$ cat config.mk
export PLATFORM = sky130hd
export DESIGN_NAME = ddr_data_receiver
export DESIGN_NICKNAME = d
export VERILOG_FILES = /design/src/sync2.v /design/src/ddr_capture.v /design/src/ddr_data_receiver.v
export VERILOG_INCLUDE_DIRS = /design/src /design/src/src
export SDC_FILE = /design/constraint.sdc
export NUM_CORES = 1
export LEC_CHECK = 0
export ABC_AREA = 0
export BUFFER_PORTS_ARGS = -buffer_cell sky130_fd_sc_hd__buf_2
export CELL_PAD_IN_SITES_DETAIL_PLACEMENT = 1
export CELL_PAD_IN_SITES_GLOBAL_PLACEMENT = 1
export CORE_ASPECT_RATIO = 0.8
export CORE_MARGIN = 3
export CORE_UTILIZATION = 44
export DETAILED_ROUTE_END_ITERATION = 6
export PLACE_DENSITY_LB_ADDON = 0.1
export RECOVER_POWER = 100
export SKIP_CTS_REPAIR_TIMING = 1
export SLEW_MARGIN = 20
export SYNTH_ARGS = -nofsm -noshare
export SYNTH_HDL_FRONTEND = slang
export SYNTH_SLANG_ARGS = --single-unit
$ cat constraint.sdc
create_clock -name clk_sys -period 4.18 [get_ports clk_sys]
set_clock_uncertainty 0.05 [all_clocks]
set_input_delay 0.418 -clock clk_sys [delete_from_list [all_inputs] [get_ports clk_sys]]
set_output_delay 0.418 -clock clk_sys [all_outputs]
set_load 0.02 [all_outputs]
$ cat src/ddr_rx_defines.vh
// register map, field positions, reset values and counts for the ddr data receiver
`ifndef DDR_RX_DEFINES_VH
`define DDR_RX_DEFINES_VH

// register offsets
`define OFS_IRQ_EN_LOW       8'h03
`define OFS_IRQ_EN_HIGH      8'h04
`define OFS_WINDOW_STATUS    8'h0c
`define OFS_RX_CONTROL       8'h10
`define OFS_WINDOW_DELAY     8'h13
`define OFS_SAMPLE_DELAY     8'h14
`define OFS_DELAY_HIGH       8'h15
`define OFS_LOCK_STATUS      8'h21

// field positions
`define BIT_TRACK_EN         0
`define BIT_LOOP_ON          1
`define BIT_FLAG_RESET       7
`define BIT_LATE_STATUS      0
`define BIT_EARLY_STATUS     2
`define BIT_LOCKED           0
`define BIT_LOST             1
`define BIT_TRACKING         2
`define BIT_SEARCHING        3
`define BIT_MARGIN_OK        4
`define BIT_IRQ_LOCK         3
`define BIT_IRQ_LOST         3

// reset values
`define RST_WINDOW_DELAY     8'h72
`define RST_DELAY            10'h0a7
`define RST_CONTROL          8'h00
`define RST_IRQ_EN           8'h00

// delay range and tracking margin
`define DELAY_MAX            10'h14e
`define MARGIN_LOW           10'h050
`define MARGIN_HIGH          10'h0fe

// timing counts
`define LOCK_LIMIT_CYC       135000
`define STEP_BASE_CYC        7'h04

`endif

$ cat src/sync2.v
// two-stage synchroniser for pin inputs, any width
`timescale 1ns/1ps
`default_nettype none
module sync2 #(
   parameter W = 1
)(
   input  wire         clk_sys,
   input  wire         sys_rst,
   input  wire [W-1:0] din,
   output reg  [W-1:0] dout
);
   reg [W-1:0] meta;

   // first stage feeds only the second stage
   always @(posedge clk_sys)
   begin
      if (sys_rst)
      begin
         meta <= {W{1'b0}};
         dout <= {W{1'b0}};
      end
      else
      begin
         meta <= din;
         dout <= meta;
      end
   end
endmodule
`default_nettype wire

$ cat src/ddr_capture.v
// ddr capture of both sample ports, elastic fifo and odd/even reassembly
`timescale 1ns/1ps
`default_nettype none
module ddr_capture #(
   parameter SW    = 14,
   parameter DEPTH = 4,
   parameter AW    = 2
)(
   input  wire          clk_sys,
   input  wire          sys_rst,
   input  wire          clk_level,
   input  wire [SW-1:0] even_in,
   input  wire [SW-1:0] odd_in,
   output reg  [SW-1:0] sample,
   output reg           sample_valid
);
   reg [2*SW-1:0] mem [0:DEPTH-1];
   reg [AW:0]     wr_ptr;
   reg [AW:0]     rd_ptr;
   reg            clk_q;
   reg            half;
   wire           edge_seen = clk_level ^ clk_q;
   wire           empty     = (wr_ptr == rd_ptr);
   wire           full      = (wr_ptr[AW] != rd_ptr[AW]) &&
                              (wr_ptr[AW-1:0] == rd_ptr[AW-1:0]);

   // both clock edges load a word pair; full drops the pair rather than stall the link
   always @(posedge clk_sys)
   begin
      if (sys_rst)
      begin
         clk_q  <= 1'b0;
         wr_ptr <= {(AW+1){1'b0}};
      end
      else
      begin
         clk_q <= clk_level;
         if (edge_seen && !full)
         begin
            mem[wr_ptr[AW-1:0]] <= {odd_in, even_in};
            wr_ptr              <= wr_ptr + 1'b1;
         end
      end
   end

   // even sample first, then odd, restoring the original order; codes pass as offset binary
   always @(posedge clk_sys)
   begin
      if (sys_rst)
      begin
         rd_ptr       <= {(AW+1){1'b0}};
         half         <= 1'b0;
         sample       <= {SW{1'b0}};
         sample_valid <= 1'b0;
      end
      else if (!empty)
      begin
         sample_valid <= 1'b1;
         half         <= ~half;
         if (!half)
            sample <= mem[rd_ptr[AW-1:0]][SW-1:0];
         else
         begin
            sample <= mem[rd_ptr[AW-1:0]][2*SW-1:SW];
            rd_ptr <= rd_ptr + 1'b1;
         end
      end
      else
         sample_valid <= 1'b0;
   end
endmodule
`default_nettype wire

$ cat src/ddr_data_receiver.v
// dual-port ddr data receiver: registers, delay-lock controller and data path
//
// Summary of operation
// host drives two 14-bit ports, both edges
// host makes quarter-rate clock as data line; the bench host model makes an eighth-rate one
// samples are taken as offset binary
// data sampled by ninety-degree shifted clock
// output clock from fixed quarter-rate divider phase
// elastic fifo moves data into own domain
// control register bits enable and track
// early status reads 0, late reads 1
// window width field in low nibble
// software writes window register 0x72 at init
// software disables, then writes 0x02, 0x03
// software waits, checks lock status 0x05
// software rechecks delay, repeats if outside band
// search above, then below, pick closer edge
// ten-bit delays 0 to 334, default 167
// controller overwrites programmed delays while enabled
// margin is distance to nearer range limit
// software enables only after other loop locks
// lock within bounded cycle count or abandon
// lock status reports locked, lost, tracking
// enable bits route lock events to interrupt
// loop-on restarts search; flag reset pulse
// odd and even streams reassembled in order
// lost-lock flag sticks until flag reset
`timescale 1ns/1ps
`default_nettype none
`include "ddr_rx_defines.vh"
module ddr_data_receiver #(
   parameter SW         = 14,
   parameter LOCK_LIMIT = `LOCK_LIMIT_CYC
)(
   input  wire          clk_sys,
   input  wire          sys_rst,
   input  wire          input_data_clock,
   input  wire [SW-1:0] even_sample_port,
   input  wire [SW-1:0] odd_sample_port,
   input  wire          early_sample_pin,
   input  wire          late_sample_pin,
   input  wire [7:0]    reg_addr,
   input  wire [7:0]    reg_wdata,
   input  wire          reg_wr,
   input  wire          reg_rd,
   output reg  [7:0]    reg_rdata,
   output reg           output_data_clock,
   output reg  [9:0]    clock_path_delay,
   output reg  [9:0]    sample_path_delay,
   output reg  [SW-1:0] dac_sample,
   output reg           dac_sample_valid,
   output reg           irq_out
);
   // one-hot controller states
   localparam [3:0] ST_IDLE  = 4'b0001;
   localparam [3:0] ST_UP    = 4'b0010;
   localparam [3:0] ST_DOWN  = 4'b0100;
   localparam [3:0] ST_TRACK = 4'b1000;

   ////////////////////////////////////////////////////////////////////////////////////////////
   // pin synchronisers and data path

   wire          dci_s;
   wire [SW-1:0] even_s;
   wire [SW-1:0] odd_s;
   wire [1:0]    phase_s;
   wire [SW-1:0] cap_sample;
   wire          cap_valid;

   sync2 #(.W(2*SW+1)) u_sync_data (
      .clk_sys (clk_sys),
      .sys_rst (sys_rst),
      .din     ({input_data_clock, odd_sample_port, even_sample_port}),
      .dout    ({dci_s, odd_s, even_s})
   );

   sync2 #(.W(2)) u_sync_phase (
      .clk_sys (clk_sys),
      .sys_rst (sys_rst),
      .din     ({early_sample_pin, late_sample_pin}),
      .dout    (phase_s)
   );

   ddr_capture #(.SW(SW), .DEPTH(4), .AW(2)) u_capture (
      .clk_sys      (clk_sys),
      .sys_rst      (sys_rst),
      .clk_level    (dci_s),
      .even_in      (even_s),
      .odd_in       (odd_s),
      .sample       (cap_sample),
      .sample_valid (cap_valid)
   );

   wire early_now = phase_s[1];
   wire late_now  = phase_s[0];

   // one more stage so every top output leaves a flip-flop of this module
   always @(posedge clk_sys)
   begin
      if (sys_rst)
      begin
         dac_sample       <= {SW{1'b0}};
         dac_sample_valid <= 1'b0;
      end
      else
      begin
         dac_sample       <= cap_sample;
         dac_sample_valid <= cap_valid;
      end
   end

   ////////////////////////////////////////////////////////////////////////////////////////////
   // quarter-rate divider and output clock

   reg [1:0] quarter_rate_divider;

   // the output clock always comes from bit one, a fixed phase of the divider
   always @(posedge clk_sys)
   begin
      if (sys_rst)
      begin
         quarter_rate_divider <= 2'h0;
         output_data_clock    <= 1'b0;
      end
      else
      begin
         quarter_rate_divider <= quarter_rate_divider + 2'h1;
         output_data_clock    <= quarter_rate_divider[1];
      end
   end

   ////////////////////////////////////////////////////////////////////////////////////////////
   // software registers

   reg [7:0] irq_enable_low;
   reg [7:0] irq_enable_high;
   reg [7:0] receiver_control;
   reg [7:0] window_and_clock_delay;
   reg [9:0] prog_delay;
   reg       receiver_locked;
   reg       lost_flag;
   reg       lock_flag;
   reg [3:0] state;

   wire       receiver_loop_on    = receiver_control[`BIT_LOOP_ON];
   wire       run                 = receiver_loop_on & receiver_control[`BIT_TRACK_EN];
   wire       receiver_flag_reset = receiver_control[`BIT_FLAG_RESET];
   wire [3:0] sampling_window_width = window_and_clock_delay[3:0];
   wire       wr_delay_lo = reg_wr && (reg_addr == `OFS_SAMPLE_DELAY);
   wire       wr_delay_hi = reg_wr && (reg_addr == `OFS_DELAY_HIGH);
   wire       margin_ok   = (clock_path_delay >= `MARGIN_LOW) &&
                            (clock_path_delay <= `MARGIN_HIGH);

   // register writes; delay writes land in the programmed start value only
   always @(posedge clk_sys)
   begin
      if (sys_rst)
      begin
         irq_enable_low         <= `RST_IRQ_EN;
         irq_enable_high        <= `RST_IRQ_EN;
         receiver_control       <= `RST_CONTROL;
         window_and_clock_delay <= `RST_WINDOW_DELAY;
         prog_delay             <= `RST_DELAY;
      end
      else if (reg_wr)
      begin
         case (reg_addr)
            `OFS_IRQ_EN_LOW:    irq_enable_low         <= reg_wdata;
            `OFS_IRQ_EN_HIGH:   irq_enable_high        <= reg_wdata;
            `OFS_RX_CONTROL:    receiver_control       <= reg_wdata;
            `OFS_WINDOW_DELAY:  window_and_clock_delay <= reg_wdata;
            `OFS_SAMPLE_DELAY:  prog_delay[7:0]        <= reg_wdata;
            `OFS_DELAY_HIGH:    prog_delay[9:8]        <= reg_wdata[1:0];
            default:            prog_delay             <= prog_delay;
         endcase
      end
   end

   // registered read data, one cycle after the read strobe; unmapped reads give zero
   always @(posedge clk_sys)
   begin
      if (sys_rst)
         reg_rdata <= 8'h00;
      else if (reg_rd)
      begin
         case (reg_addr)
            `OFS_IRQ_EN_LOW:    reg_rdata <= irq_enable_low;
            `OFS_IRQ_EN_HIGH:   reg_rdata <= irq_enable_high;
            `OFS_WINDOW_STATUS: reg_rdata <= {5'h00, early_now, 1'b0, late_now};
            `OFS_RX_CONTROL:    reg_rdata <= receiver_control;
            `OFS_WINDOW_DELAY:  reg_rdata <= window_and_clock_delay;
            `OFS_SAMPLE_DELAY:  reg_rdata <= clock_path_delay[7:0];
            `OFS_DELAY_HIGH:    reg_rdata <= {6'h00, clock_path_delay[9:8]};
            `OFS_LOCK_STATUS:   reg_rdata <= {3'h0, margin_ok, state[1] | state[2],
                                              state[3], lost_flag, receiver_locked};
            default:            reg_rdata <= 8'h00;
         endcase
      end
   end

   ////////////////////////////////////////////////////////////////////////////////////////////
   // delay-lock controller

   reg        run_q;
   reg [6:0]  step_cnt;
   reg [9:0]  start_pos;
   reg [9:0]  up_pos;
   reg        up_found;
   reg [17:0] lock_timer;

   // wider windows step faster; a narrow window waits longer between moves
   wire [6:0] step_len   = {1'b0, ~sampling_window_width, 2'b00} + `STEP_BASE_CYC;
   wire       step_due   = (step_cnt == 7'h00);
   wire       edge_found = late_now & ~early_now;
   wire       start      = run & ~run_q;
   wire       timed_out  = (lock_timer == LOCK_LIMIT[17:0]);
   wire [9:0] up_dist    = up_pos - start_pos;
   wire [9:0] dn_dist    = start_pos - clock_path_delay;

   // search up, search down, choose the closer edge, then hold it between early and late
   always @(posedge clk_sys)
   begin
      if (sys_rst)
      begin
         state             <= ST_IDLE;
         run_q             <= 1'b0;
         step_cnt          <= 7'h00;
         start_pos         <= `RST_DELAY;
         up_pos            <= `RST_DELAY;
         up_found          <= 1'b0;
         lock_timer        <= 18'h00000;
         receiver_locked   <= 1'b0;
         clock_path_delay  <= `RST_DELAY;
         sample_path_delay <= `RST_DELAY;
      end
      else
      begin
         run_q    <= run;
         step_cnt <= step_due ? step_len : step_cnt - 7'h01;
         if (state != ST_TRACK && state != ST_IDLE)
            lock_timer <= lock_timer + 18'h00001;
         case (state)
            ST_IDLE:
            begin
               receiver_locked <= 1'b0;
               if (!run)
               begin
                  clock_path_delay  <= prog_delay;
                  sample_path_delay <= prog_delay;
               end
               if (start)
               begin
                  state      <= ST_UP;
                  start_pos  <= prog_delay;
                  up_found   <= 1'b0;
                  lock_timer <= 18'h00000;
               end
            end
            ST_UP:
            begin
               if (!run || timed_out)
                  state <= ST_IDLE;
               else if (step_due)
               begin
                  if (edge_found || clock_path_delay == `DELAY_MAX)
                  begin
                     up_found          <= edge_found;
                     up_pos            <= clock_path_delay;
                     clock_path_delay  <= start_pos;
                     sample_path_delay <= start_pos;
                     state             <= ST_DOWN;
                  end
                  else
                  begin
                     clock_path_delay  <= clock_path_delay + 10'h001;
                     sample_path_delay <= clock_path_delay + 10'h001;
                  end
               end
            end
            ST_DOWN:
            begin
               if (!run || timed_out)
                  state <= ST_IDLE;
               else if (step_due)
               begin
                  if (edge_found && (!up_found || dn_dist <= up_dist))
                  begin
                     state           <= ST_TRACK;
                     receiver_locked <= 1'b1;
                  end
                  else if (edge_found || clock_path_delay == 10'h000)
                  begin
                     if (up_found)
                     begin
                        clock_path_delay  <= up_pos;
                        sample_path_delay <= up_pos;
                        state             <= ST_TRACK;
                        receiver_locked   <= 1'b1;
                     end
                     else
                        state <= ST_IDLE;
                  end
                  else
                  begin
                     clock_path_delay  <= clock_path_delay - 10'h001;
                     sample_path_delay <= clock_path_delay - 10'h001;
                  end
               end
            end
            ST_TRACK:
            begin
               if (!run)
                  state <= ST_IDLE;
               else if (step_due && early_now)
               begin
                  if (clock_path_delay == 10'h000)
                     state <= ST_IDLE;  // lost lock at range floor
                  else
                  begin
                     clock_path_delay  <= clock_path_delay - 10'h001;
                     sample_path_delay <= clock_path_delay - 10'h001;
                  end
               end
               else if (step_due && !late_now)
               begin
                  if (clock_path_delay == `DELAY_MAX)
                     state <= ST_IDLE;  // lost lock at range ceiling
                  else
                  begin
                     clock_path_delay  <= clock_path_delay + 10'h001;
                     sample_path_delay <= clock_path_delay + 10'h001;
                  end
               end
            end
            default:
               state <= ST_IDLE;
         endcase
      end
   end

   ////////////////////////////////////////////////////////////////////////////////////////////
   // sticky lock event flags and interrupt

   reg  locked_q;
   wire lock_rise = receiver_locked & ~locked_q;
   wire lock_fall = ~receiver_locked & locked_q & run;

   // flags clear while the flag reset bit is high; a new event in that cycle still sets
   always @(posedge clk_sys)
   begin
      if (sys_rst)
      begin
         locked_q  <= 1'b0;
         lock_flag <= 1'b0;
         lost_flag <= 1'b0;
         irq_out   <= 1'b0;
      end
      else
      begin
         locked_q  <= receiver_locked;
         lock_flag <= lock_rise | (lock_flag & ~receiver_flag_reset);
         lost_flag <= lock_fall | (lost_flag & ~receiver_flag_reset);
         irq_out   <= (lock_flag & irq_enable_low[`BIT_IRQ_LOCK]) |
                      (lost_flag & irq_enable_high[`BIT_IRQ_LOST]);
      end
   end
endmodule
`default_nettype wire

==> key figures <==
Pwr
  • Switching pwr: ~0.0016 W
  • Leak pwr: slightly below 6 nW
  • Cell Int Power: 0.00527 W
  • Switching share of power: 0.236
  • Combinational Power Share: 0.064
  • Pwr per Cell Area: 425 mW/mm^2
  • Sequential share of power: 0.514
  • Clk network pwr share: 0.422
  • Peak supply drop: 0.246 mV

Setup path
  • Startpoint types: flop
  • Endpoint type of the worst setup path: flop
  • CP max FO: 3
  • Required @ worst endpoint: roughly 4600 ps
  • WP data arrival: roughly 4400 ps
  • CP Class: reg2reg

STA
  • Setup TNS: 0 ps
  • Max-slew violations: 200
  • Max Freq: between 200 and 250 MHz
  • Final setup fails: 0
  • Final worst path period share: 0.962
  • Post-route setup slack: approximately 160 ps
  • Worst Tran Pin Value: around 2200 ps
  • Hold slack: around 49 ps
  • Rel. slew slack: -0.496
  • Tmin final: between 4000 and 5000 ps
  • Final Hold Viols: 0

Global route
  • GRT Total Usage: 0.222
  • Initial antenna violation count: 0
  • Vias in the first global route: ~10,000
  • Wire length of the first global-routing pass: between 50,000 and 60,000 um
  • Largest net degree at the start of global routing: 99
  • Overflow left after global routing: 0

Synthesis
  • EDFF count, synth: roughly 110
  • Register bit total from synthesis: about 330
  • Synthesized net count: about 1,400
  • Register area share after synthesis: 0.550
  • Yosys warnings: 0
  • Syn Inst Count: 1,296
  • Post-synth cell types: 83
  • Mapped cell area: about 0.014 sq mm
  • Leading area contributor after synthesis: dfxtp_1
  • Ys flop type: dfxtp_1
  • Synth top area cells: dfxtp_1, edfxtp_1, mux4_2
  • Yosys top cell area share: 0.313
  • Post-synthesis async set-or-reset flop share: 0
  • Post-synthesis average cell area: 10.9 sq um

CTS
  • Clk_lat worst skew: 530 ps
  • Number of H-tree levels: 2
  • Clock-pin slew on the worst setup and hold paths: approximately 60 ps
  • CTS tree: built
  • CTS Sinks: around 330
  • Clk Tree Root Cell: clkbuf_16
  • Bufs on Longest Clock Path: 3
  • CTS Buf Count: 36

Cells and area
  • Fillers: roughly 3,500
  • Most common cell after layout, fill and taps aside: dfxtp_1
  • Highest-count cells in the layout ignoring fill and taps: dfxtp_1, nand2_1, edfxtp_1
  • Share of layout cells above drive strength 1: 0.154
  • Area Overhead vs Synth: 14.5%
  • Combined area of the multi-input logic cells: around 0.0060 sq mm
  • Fin nets: 1,489
  • # diodes: 0
  • Sequential cell area: between 0.007 and 0.008 sq mm
  • Final core occ: 0.513

Detailed routing
  • Final WL: between 30,000 and 40,000 um
  • Initial DRC Count: ~700
  • Number of vias per cell: 5.63
  • Wire per inst: between 20 and 25 um
  • Drc violations: 0
  • Routed vias: just over 10,000
  • Post-DRT Antenna Nets: 0
  • Pre-antenna DRT Iters: 5

Die
  • Row count: between 50 and 60
  • Core Region: approximately 0.032 sq mm
  • Initial Utilization: 0.448
  • Die Width: between 200 and 250 um
  • Vert. Die Dim: roughly 170 um
  • Die area: ~0.034 sq mm
  • I/O pins: 96

Placement
  • Port bufs: 95
  • Pre-CTS setup slack: -59.3 ps
  • Placer congestion estimate: between 0.8 and 0.9
  • DPL Wire Length: 26,300 um

Run status
  • Status: complete, but fails checks
  • Violated checks: capacitance limit, slew limit

Job
  • Max cap viols: 3

Min path
  • Worst Hold Class: in2reg
-- path summary, 6_finish.rpt --
| path | start | end | slack [ps] | depth (start not counted) |
|---|---|---|---|---|
| setup / recovery | up_pos[0]$_SDFFE_PP1P_ | state[0]$_SDFFE_PP1P_ | 160 | 19 |
| hold / removal | even_sample_port[8] | u_sync_data.meta[8]$_SDFF_PP0_ | 50 | 2 |
| hold reg to reg | quarter_rate_divider[0]$_SDFF_PP0_ | quarter_rate_divider[0]$_SDFF_PP0_ | 380 | 1 |
| setup reg to reg | up_pos[0]$_SDFFE_PP1P_ | state[0]$_SDFFE_PP1P_ | 160 | 19 |
-- registers in the layout, indices dropped and copies added, names as in the netlist, 7 cells and up, named ones only --
register,count
step_cnt,7
irq_enable_low,8
irq_enable_high,8
dac_sample,14
u_sync_data.dout,29
u_capture.sample,14
lock_timer,18
receiver_control,8
start_pos,10
u_capture.mem,112
up_pos,10
prog_delay,10
reg_rdata,8
u_sync_data.meta,29
sample_path_delay,10
window_and_clock_delay,8
-- Yosys cell counts, drive strengths merged, types with 26 or more instances --
cell type	instances
inv	42
mux4	28
nand2	122
nor2b	86
ha	39
clkbuf	50
a21oi	69
nor2	79
dfxtp	221
nand3	70
xnor2	29
edfxtp	112
o21ai	36
buf	26
-- layer usage --
| layer | up-vias | global-route usage | part of all wire |
|---|---|---|---|
| met1 | 5135 | 0.340 | 0.48 |
| met2 | 299 | 0.329 | 0.44 |
| met5 | - | 0 | 0 |
| li1 | 4893 | - | - |
| met4 | 0 | 0.0501 | 0.017 |
| met3 | 55 | 0.0396 | 0.059 |
-- kinds of logic (layout without fill, tap and decap cells) --
| family | count (synthesis) | in the layout | synth area share |
|---|---|---|---|
| XOR/XNOR | 54 | 54 | 0.0334 |
| AND/OR/NAND/NOR | 470 | 470 | 0.175 |
| multiplexers | 52 | 52 | 0.0615 |
| AO/OA/AOI/OAI | 227 | 227 | 0.106 |
| adder cells (fa/ha/maj) | 41 | 41 | 0.0373 |
| flip-flops | 333 | 333 | 0.550 |
| buffers and inverters | 119 | 247 | 0.0362 |
-- power by group through the flow --
stage | Sequential (W) | Combinational [W] | Clock [W]
finish | 0.00354 | 0.000440 | 0.00291
global route | 0.00356 | 0.000490 | 0.00313
CTS | 0.00354 | 0.000461 | 0.00299
detailed placement | 0.00361 | 0.000458 | 0
global placement | 0.00361 | 0.000447 | 0
floorplan | 0.00358 | 0.000345 | 0
-- cell type report --
type | count | area share
Clock buffer | 51 | 0.0603
Timing Repair Buffer | 139 | 0.0430
Inverter | 43 | 0.00996
Tap cell | 420 | 0.0324
Multi-Input combinational cell | 844 | 0.367
Sequential cell | 333 | 0.481
Clock inverter | 14 | 0.00541
-- worst max-delay path: stages, from the launching register on --
cell and delay (ps):
dfxtp_2 330, inv_1 80, ha_2 230, fa_2 230
inv_1 40, a21oi_1 180, o21bai_2 110, a21o_1 190
a21o_1 210, a31oi_2 240, xor2_1 100, ha_1 310
nand4_1 150, o41ai_2 350, nand2_1 110, o311ai_2 130
buf_4 200, o2111ai_2 120, or4_1 490, nand3_1 90
-- per-stage QoR --
step                area (sq um)  cells  total power, W
global placement           15100   1776         0.00405
floorplan                  14100   1296         0.00393
global route               16200   1844         0.00718
finish                     16200   1844         0.00689
detailed placement         15100   1776         0.00407
CTS                        16200   1841         0.00700
Power figures use the tool's default switching activity.
